### config.mk
export PLATFORM = sky130hd
export DESIGN_NAME = dbr_debug_regs
export DESIGN_NICKNAME = d
export VERILOG_FILES = /design/src/dbr_pkg.sv /design/src/dbr_debug_regs.sv /design/src/dbr_slot_match.sv /design/src/dbr_xfer_rec.sv
export VERILOG_INCLUDE_DIRS = /design/src
export SDC_FILE = /design/constraint.sdc
export NUM_CORES = 2
export LEC_CHECK = 0
export ABC_CLOCK_PERIOD_IN_PS = 2550
export BUFFER_PORTS_ARGS = -buffer_cell sky130_fd_sc_hd__buf_4
export CAP_MARGIN = 30
export CORE_MARGIN = 3
export CORE_UTILIZATION = 45
export DETAILED_ROUTE_END_ITERATION = 8
export PLACE_DENSITY = 0.74
export SETUP_SLACK_MARGIN = 0.05
export SYNTH_ARGS = -nofsm -noshare
export SYNTH_HDL_FRONTEND = slang
export SYNTH_SLANG_ARGS = --single-unit
### constraint.sdc
create_clock -name clk_sys -period 2.55 [get_ports clk_sys]
set_input_delay 0.3825 -clock clk_sys [delete_from_list [all_inputs] [get_ports clk_sys]]
set_output_delay 0.3825 -clock clk_sys [all_outputs]
set_load 0.005 [all_outputs]
### src/dbr_regs.svh
`ifndef DBR_REGS_SVH
`define DBR_REGS_SVH
// debug register numbers on the move port
`define DBR_NUM_SLOT0 3'h0
`define DBR_NUM_SLOT3 3'h3
`define DBR_NUM_ALIAS_STATUS 3'h4
`define DBR_NUM_ALIAS_CONTROL 3'h5
`define DBR_NUM_STATUS 3'h6
`define DBR_NUM_CONTROL 3'h7
// status field positions
`define DBR_ST_TASK_BIT 15
`define DBR_ST_STEP_BIT 14
`define DBR_ST_ACCESS_BIT 13
`define DBR_ST_SLOT_LSB 0
// status: writable bits 15:13 (sticky) and 3:0
`define DBR_ST_RW_MASK 32'h0000_E00F
// status: reserved 31:16 and 11:4 read as ones, 12 as zero
`define DBR_ST_ONES 32'hFFFF_0FF0
`define DBR_ST_RESET 64'h0000_0000_FFFF_0FF0
// control: low enable bit of slot n at 2n, global at 2n+1
`define DBR_CT_GD_BIT 13
`define DBR_CT_RESET 64'h0000_0000_0000_0400
`define DBR_PRIV_KERNEL 2'h0
`define DBR_ZERO_HI 32'h0000_0000
`endif

### src/dbr_pkg.sv
package dbr_pkg;
   typedef enum logic [2:0] {
      DBR_IDLE = 3'b001,
      DBR_ACCESS = 3'b010,
      DBR_EXCEPT = 3'b100
   } dbr_state_t;
   typedef enum logic [1:0] {
      DBR_FLT_NONE = 2'h0,
      DBR_FLT_PROT = 2'h1,
      DBR_FLT_UNDEF = 2'h2
   } dbr_fault_t;
endpackage

### src/dbr_debug_regs.sv
`timescale 1ns/1ns
`include "dbr_regs.svh"
// Overview of operation
// - Four independent address breakpoint slots, each software programmable.
// - Software breakpoint instruction raises the breakpoint exception.
// - Task switch into task with trap flag 1 raises debug exception.
// - Every debug register is 64 bits wide.
// - Legacy modes: writes zero upper half, reads return lower half only.
// - 64-bit mode moves all 64 bits; operand size ignored.
// - Access only at privilege 0, otherwise protection fault.
// - Slot writes take any value, no canonical check.
// - Enabled slot matches when its address equals a reference address.
// - Matches apply to I/O addresses too and raise a debug exception.
// - Single-step mode raises debug exception after each instruction.
// - Control-transfer mode raises debug exception on calls, jumps, interrupts, exceptions.
// - Source and destination of control transfers are captured.
// - Register numbers 4 and 5 alias status and control.
// - With debug extensions on, numbers 4 and 5 raise invalid opcode.
// - Status updated whenever an enabled condition other than a control transfer raises debug exception.
// - Status bits 15, 14, 13: task switch, single step, register access.
// - Status bits 3..0 flag slot hits, read/write.
// - On breakpoint events slot bits are set if hit, cleared otherwise.
// - Hardware never clears bits 15..13; software clears them.
// - Reserved bits 31:16, 11:4 read one; bit 12 reads zero.
// - 64-bit mode: writing ones to upper status half is protection fault.
module dbr_debug_regs #(
   parameter int SLOTS = 4,
   parameter int AW = 64
) (
   input wire logic clk_sys,
   input wire logic nrst,
   input wire logic move_valid,
   input wire logic move_write,
   input wire logic [2:0] move_num,
   input wire logic [AW-1:0] move_wdata,
   input wire logic long_mode,
   input wire logic [1:0] current_privilege,
   input wire logic debug_ext_enable,
   input wire logic retire_valid,
   input wire logic retire_is_sw_bp,
   input wire logic single_step_en,
   input wire logic xfer_step_en,
   input wire logic xfer_valid,
   input wire logic [AW-1:0] xfer_from,
   input wire logic [AW-1:0] xfer_to,
   input wire logic task_switch,
   input wire logic task_trap_flag,
   input wire logic ref_valid,
   input wire logic [AW-1:0] ref_addr,
   output logic move_done,
   output logic [AW-1:0] move_rdata,
   output logic debug_exception,
   output logic breakpoint_exception,
   output logic protection_fault,
   output logic invalid_opcode_fault,
   output logic [AW-1:0] xfer_last_from,
   output logic [AW-1:0] xfer_last_to
);
   initial begin
      if (SLOTS != 4 || AW != 64) begin
         $error("dbr_debug_regs supports four slots of 64 bits only");
      end
   end

   // =====================================================
   // state
   typedef struct packed {
      dbr_pkg::dbr_state_t st;
      logic [SLOTS-1:0][AW-1:0] slot;
      logic [AW-1:0] status;
      logic [AW-1:0] control;
      logic done;
      logic [AW-1:0] rdata;
      logic dbg;
      logic bp;
      logic gp;
      logic ud;
      logic [AW-1:0] from_q;
      logic [AW-1:0] to_q;
   } dbr_state_all_t;

   dbr_state_all_t s_reg;
   dbr_state_all_t s_next;

   logic [SLOTS-1:0] hit;
   logic [AW-1:0] rec_from;
   logic [AW-1:0] rec_to;

   // =====================================================
   // helpers
   dbr_slot_match #(
      .SLOTS(SLOTS),
      .AW(AW)
   ) u_match (
      .slot_addr(s_reg.slot),
      .enables(s_reg.control[2*SLOTS-1:0]),
      .ref_addr(ref_addr),
      .ref_valid(ref_valid),
      .hit(hit)
   );

   dbr_xfer_rec #(
      .AW(AW)
   ) u_rec (
      .clk_sys(clk_sys),
      .nrst(nrst),
      .xfer_valid(xfer_valid),
      .xfer_from(xfer_from),
      .xfer_to(xfer_to),
      .last_from(rec_from),
      .last_to(rec_to)
   );

   // =====================================================
   // next-state logic
   logic [2:0] num_eff;
   logic is_alias;
   logic [AW-1:0] wval;
   logic [AW-1:0] rval;
   logic step_ev;
   logic xfer_ev;
   logic task_ev;
   logic slot_ev;
   logic gd_ev;

   always_comb begin
      s_next = s_reg;
      s_next.done = 1'b0;
      s_next.dbg = 1'b0;
      s_next.bp = 1'b0;
      s_next.gp = 1'b0;
      s_next.ud = 1'b0;
      s_next.from_q = rec_from;
      s_next.to_q = rec_to;
      is_alias = (move_num == `DBR_NUM_ALIAS_STATUS) || (move_num == `DBR_NUM_ALIAS_CONTROL);
      num_eff = move_num;
      if (move_num == `DBR_NUM_ALIAS_STATUS) begin
         num_eff = `DBR_NUM_STATUS;
      end else if (move_num == `DBR_NUM_ALIAS_CONTROL) begin
         num_eff = `DBR_NUM_CONTROL;
      end
      // legacy modes keep only the low half; long mode moves all bits
      wval = long_mode ? move_wdata : {`DBR_ZERO_HI, move_wdata[31:0]};
      case (num_eff)
         `DBR_NUM_STATUS: rval = {s_reg.status[63:32], s_reg.status[31:0] | `DBR_ST_ONES};
         `DBR_NUM_CONTROL: rval = s_reg.control;
         default: rval = s_reg.slot[num_eff[1:0]];
      endcase
      if (!long_mode) begin
         rval = {`DBR_ZERO_HI, rval[31:0]};
      end
      step_ev = retire_valid && single_step_en;
      xfer_ev = xfer_valid && xfer_step_en;
      task_ev = task_switch && task_trap_flag;
      slot_ev = |hit;
      gd_ev = 1'b0;

      case (s_reg.st)
         dbr_pkg::DBR_IDLE: begin
            if (move_valid) begin
               s_next.st = dbr_pkg::DBR_ACCESS;
            end
         end
         dbr_pkg::DBR_ACCESS: begin
            s_next.st = dbr_pkg::DBR_IDLE;
         end
         dbr_pkg::DBR_EXCEPT: begin
            s_next.st = dbr_pkg::DBR_IDLE;
         end
         default: begin
            s_next.st = dbr_pkg::DBR_IDLE;
         end
      endcase

      // register moves are decoded in the cycle they arrive
      // refused or trapped moves give no completion, only their fault pulse
      if (move_valid) begin
         if (current_privilege != `DBR_PRIV_KERNEL) begin
            s_next.gp = 1'b1;
         end else if (is_alias && debug_ext_enable) begin
            s_next.ud = 1'b1;
         end else if (s_reg.control[`DBR_CT_GD_BIT]) begin
            // general detect: trap the move, do not perform it
            gd_ev = 1'b1;
            s_next.control[`DBR_CT_GD_BIT] = 1'b0;
         end else if (!move_write) begin
            s_next.done = 1'b1;
            s_next.rdata = rval;
         end else begin
            case (num_eff)
               `DBR_NUM_STATUS: begin
                  if (long_mode && (|move_wdata[63:32])) begin
                     s_next.gp = 1'b1;
                  end else begin
                     s_next.done = 1'b1;
                     s_next.status = {`DBR_ZERO_HI, (wval[31:0] & `DBR_ST_RW_MASK) | `DBR_ST_ONES};
                  end
               end
               `DBR_NUM_CONTROL: begin
                  s_next.done = 1'b1;
                  s_next.control = wval;
               end
               default: begin
                  s_next.done = 1'b1;
                  s_next.slot[num_eff[1:0]] = wval;
               end
            endcase
         end
      end

      // status update after software write, so a same-cycle event wins
      if (slot_ev || gd_ev) begin
         s_next.status[SLOTS-1:`DBR_ST_SLOT_LSB] = hit;
      end
      if (step_ev) begin
         s_next.status[`DBR_ST_STEP_BIT] = 1'b1;
      end
      if (task_ev) begin
         s_next.status[`DBR_ST_TASK_BIT] = 1'b1;
      end
      if (gd_ev) begin
         s_next.status[`DBR_ST_ACCESS_BIT] = 1'b1;
      end
      // no path clears 15:13 except a software write
      if (slot_ev || step_ev || xfer_ev || task_ev || gd_ev) begin
         s_next.dbg = 1'b1;
         s_next.st = dbr_pkg::DBR_EXCEPT;
      end
      if (retire_valid && retire_is_sw_bp) begin
         s_next.bp = 1'b1;
      end
   end

   // =====================================================
   // registers
   always_ff @(posedge clk_sys) begin
      if (!nrst) begin
         s_reg <= '{st: dbr_pkg::DBR_IDLE, slot: '0, status: `DBR_ST_RESET, control: `DBR_CT_RESET,
                    done: 1'b0, rdata: '0, dbg: 1'b0, bp: 1'b0, gp: 1'b0, ud: 1'b0,
                    from_q: '0, to_q: '0};
      end else begin
         s_reg <= s_next;
      end
   end

   assign move_done = s_reg.done;
   assign move_rdata = s_reg.rdata;
   assign debug_exception = s_reg.dbg;
   assign breakpoint_exception = s_reg.bp;
   assign protection_fault = s_reg.gp;
   assign invalid_opcode_fault = s_reg.ud;
   assign xfer_last_from = s_reg.from_q;
   assign xfer_last_to = s_reg.to_q;
endmodule

### src/dbr_slot_match.sv
`timescale 1ns/1ns
`include "dbr_regs.svh"
// four address comparators against the reference address
module dbr_slot_match #(
   parameter int SLOTS = 4,
   parameter int AW = 64
) (
   input wire logic [SLOTS*AW-1:0] slot_addr,
   input wire logic [2*SLOTS-1:0] enables,
   input wire logic [AW-1:0] ref_addr,
   input wire logic ref_valid,
   output logic [SLOTS-1:0] hit
);
   generate
      for (genvar i = 0; i < SLOTS; i++) begin : g_cmp
         // either local or global enable arms the slot
         assign hit[i] = ref_valid && (enables[2*i] || enables[2*i+1])
            && (slot_addr[i*AW +: AW] == ref_addr);
      end
   endgenerate
endmodule

### src/dbr_xfer_rec.sv
`timescale 1ns/1ns
// control-transfer source/destination capture
module dbr_xfer_rec #(
   parameter int AW = 64
) (
   input wire logic clk_sys,
   input wire logic nrst,
   input wire logic xfer_valid,
   input wire logic [AW-1:0] xfer_from,
   input wire logic [AW-1:0] xfer_to,
   output logic [AW-1:0] last_from,
   output logic [AW-1:0] last_to
);
   typedef struct packed {
      logic [AW-1:0] from_reg;
      logic [AW-1:0] to_reg;
   } dbr_rec_t;
   dbr_rec_t r_reg;
   dbr_rec_t r_next;
   always_comb begin
      r_next = r_reg;
      if (xfer_valid) begin
         r_next.from_reg = xfer_from;
         r_next.to_reg = xfer_to;
      end
   end
   always_ff @(posedge clk_sys) begin
      if (!nrst) begin
         r_reg <= '0;
      end else begin
         r_reg <= r_next;
      end
   end
   assign last_from = r_reg.from_reg;
   assign last_to = r_reg.to_reg;
endmodule

==> qor.json <==
{
  "arrival_worst_endpoint": {"value": 2.93, "unit": "ns"},
  "p_per_area": {"value": 653, "unit": "nW/um2"},
  "syn_area": {"value": 28800, "unit": "um2"},
  "synth_flop_cell": {"value": "dfxtp_1"},
  "initialDrtViolationCount": {"value": 2967},
  "antenna_found_initial": {"value": 10},
  "report.final.hold_viol_count": {"value": 0},
  "tightestPinTransition": {"value": 0.782, "unit": "ns"},
  "core_region_area": {"value": 63200, "unit": "um2"},
  "ir_drop": {"value": 440, "unit": "uV"},
  "power.static_leakage": {"value": 14.0, "unit": "nW"},
  "via_count": {"value": 25320},
  "timing.slew.headroom": {"value": 0.479},
  "cts-root-to-sink-buffers": {"value": 3},
  "holdCritStartpoint": {"value": "xfer_to[54]"},
  "yosys_register_bits": {"value": 652},
  "final.min_clock_period": {"value": 2.43, "unit": "ns"},
  "routed_wirelength": {"value": 103000, "unit": "um"},
  "drt-vias-per-instance": {"value": 5.51},
  "worstReg2RegStart": {"value": "s_reg[459]"},
  "setup_skew_after_layout": {"value": 0.0297, "unit": "ns"},
  "clock_transition_at_path_regs": {"value": 0.06, "unit": "ns"},
  "cap_violations": {"value": 0},
  "nNetsFinal": {"value": 3963},
  "first_global_vias": {"value": 23941},
  "grt_first_pass_wirelength": {"value": 151000, "unit": "um"},
  "tritoncts": {"value": "done"},
  "timing.final.setup_violations": {"value": 0},
  "number_of_input_and_output_port_buffers_inserted": {"value": 471},
  "share_of_post_route_cells_with_drive_strength_above_1": {"value": 0.202},
  "critPathRequiredTime": {"value": 3.05, "unit": "ns"},
  "worst_slack": {"value": 0.122, "unit": "ns"},
  "syn_area_per_cell": {"value": 8.52, "unit": "um2"},
  "netlist.area_leader.share": {"value": 0.453},
  "final.setup.tns": {"value": 0, "unit": "ns"},
  "worst_setup_sp": {"value": "s_reg[459]"},
  "route.detailed.drc": {"value": 0},
  "synth-edff-count": {"value": 0},
  "netlist_top_cells_count": {"value": "dfxtp_1 (652), nor2_1 (511), nand2_1 (430)"},
  "grt_max_degree": {"value": 133},
  "clock_tree_root_driver_cell": {"value": "clkbuf_16"},
  "synth.net_count": {"value": 3654},
  "clock_sinks": {"value": 652},
  "report.final.slew_viol_count": {"value": 0},
  "synth.most_common_cell": {"value": "dfxtp_1"},
  "detailedPlace.worstSlack": {"value": -0.130, "unit": "ns"},
  "die_height": {"value": 259, "unit": "um"},
  "syn-instance-count": {"value": 3379},
  "drt.antenna.violating_nets": {"value": 0},
  "netlist_top_cells_area": {"value": "dfxtp_1 (45%), a21oi_1 (6.8%), nor2_1 (6.7%), nand2_1 (5.6%), buf_4 (5.1%)"},
  "max_freq": {"value": 412, "unit": "MHz"},
  "worst_path_max_fanout": {"value": 5},
  "worst_path_max_delay_cell": {"value": "nor4_1"},
  "worst_setup_end_kind": {"value": "flip-flop"},
  "detailedRoute.firstPassIterationCount": {"value": 5},
  "timing.final.crit_share": {"value": 0.952},
  "post-dp-hpwl": {"value": 73700, "unit": "um"},
  "hold_slack": {"value": 0.0241, "unit": "ns"},
  "critical_path.most_common_cell": {"value": "buf_4"},
  "yosysTopAreaCell": {"value": "dfxtp_1"},
  "routedWlPerCell": {"value": 22.4, "unit": "um"},
  "cts_made_buffers": {"value": 70},
  "synthToLayoutAreaGrowth": {"value": 23.5, "unit": "%"},
  "synth.lib_cells_used.distinct": {"value": 57},
  "clk-insertion-delay-late": {"value": 0.63, "unit": "ns"},
  "gp_routability_congestion": {"value": 1.07},
  "timing.setup.critical_path_class": {"value": "flip-flop to flip-flop"},
  "critPathMaxStageDelay": {"value": 0.40, "unit": "ns"},
  "die_area": {"value": 67100, "unit": "um2"},
  "ctsHtreeMaxLevel": {"value": 3},
  "outcome": {"value": "finished, final reports clean"},
  "register_area_share_after_synthesis": {"value": 0.453},
  "min-delay-path-class": {"value": "input pin to flip-flop"},
  "grt_util_all_layers": {"value": 0.295},
  "fp.dieW": {"value": 259, "unit": "um"},
  "largest_reg_flops": {"value": 327},
  "yosys_warnings": {"value": 0},
  "grt_setup_unrepaired": {"value": "false"},
  "postSynth.asyncResetShare": {"value": 0},
  "start_util": {"value": 0.456},
  "grt-ovfl-total": {"value": 0},
  "rows": {"value": 92},
  "io_pins": {"value": 472},
  "worst_setup_path_start_kind": {"value": "flip-flop"},
  "cp_cell_sequence": {"value": "xnor2_1 > buf_4 > nand4_1 > nor4_1 > buf_4 > nand3_1 > nor4_2 > buf_4 > nor3_1 > o21a_1"}
}
## cell usage in the layout (no fill, tap or decap), types with 31 or more instances in the layout
cell type,n
a21oi_1,391
inv_1,50
buf_4,552
nor4_1,32
xnor2_1,166
dlygate4sd3_1,100
clkbuf_16,71
and2_1,133
nor2_1,509
o211ai_1,31
xor2_1,44
mux4_2,44
nand4_1,46
dfxtp_1,652
nand2_1,428
mux2i_1,136
o21ai_0,41
## metal layers
metal | GRT usage | share of wire | vias up
li1 | - | - | 11662
met4 | 0.150 | 0.052 | 6
met5 | 0 | 0.00034 | -
met3 | 0.0547 | 0.089 | 276
met1 | 0.360 | 0.38 | 12053
met2 | 0.498 | 0.48 | 1323
## final timing paths
kind	to	slack (ns)	depth (start not counted)
worst max-delay path	s_reg[261]	0.12	10
worst min-delay path	u_rec.last_to[54]	0.02	3
worst max register to register	s_reg[261]	0.12	10
worst min register to register	xfer_last_from[43]	0.44	1
## metrics by stage
step	power [mW]	util	cells	instance area (um2)
after detailed placement	12.7	0.509	4362	32200
final	23.2	0.563	4595	35600
after global routing	23.9	0.563	4594	35600
after CTS	23.3	0.563	4587	35600
after floorplan	11.8	-	3379	28800
after global placement	12.7	0.509	4362	32200
## final cells by class
cell class,instances,area (um2)
antenna,8,20.0
clock buffer,98,2010
clock inverter,27,357
fill,5396,27600
inverter,51,199
multi-input combinational,2231,13100
sequential,652,13100
tap,846,1060
timing repair buffer,682,5740
## where the power goes
part           internal [mW]  total (mW)  switching [mW]  leakage, nW
Sequential              10.4        10.5           0.106         5.29
Clock                   6.17        10.5            4.38         1.17
Combinational          0.973        2.18            1.21         7.56
Total                   17.6        23.2            5.69         14.0
## worst max-delay path, delay by kind of cell (launching register included)
family	cells	cell delay (ns)
and+or+nand+nor	5	1.04
buffers and inverters	3	0.55
DFF	1	0.34
xor gates and xnor gates	1	0.22
AOI/OAI and AO/OA	1	0.17
## cell families after synthesis
group / synth area share
multiplexers: 0.0817
flip-flops: 0.453
buffers and inverters: 0.0925
XOR/XNOR: 0.0642
AO/OA/AOI/OAI: 0.112
AND/OR/NAND/NOR: 0.196
## timing repair
action / CTS / global route
gates resized for setup: 1 / 0
hold endpoints to repair: 100 / 0
buffers inserted: 0 / 0
endpoints found under the setup margin: 5 / 0
hold buffers: 100 / 0
No activity file was read; power rests on OpenSTA's default activity.
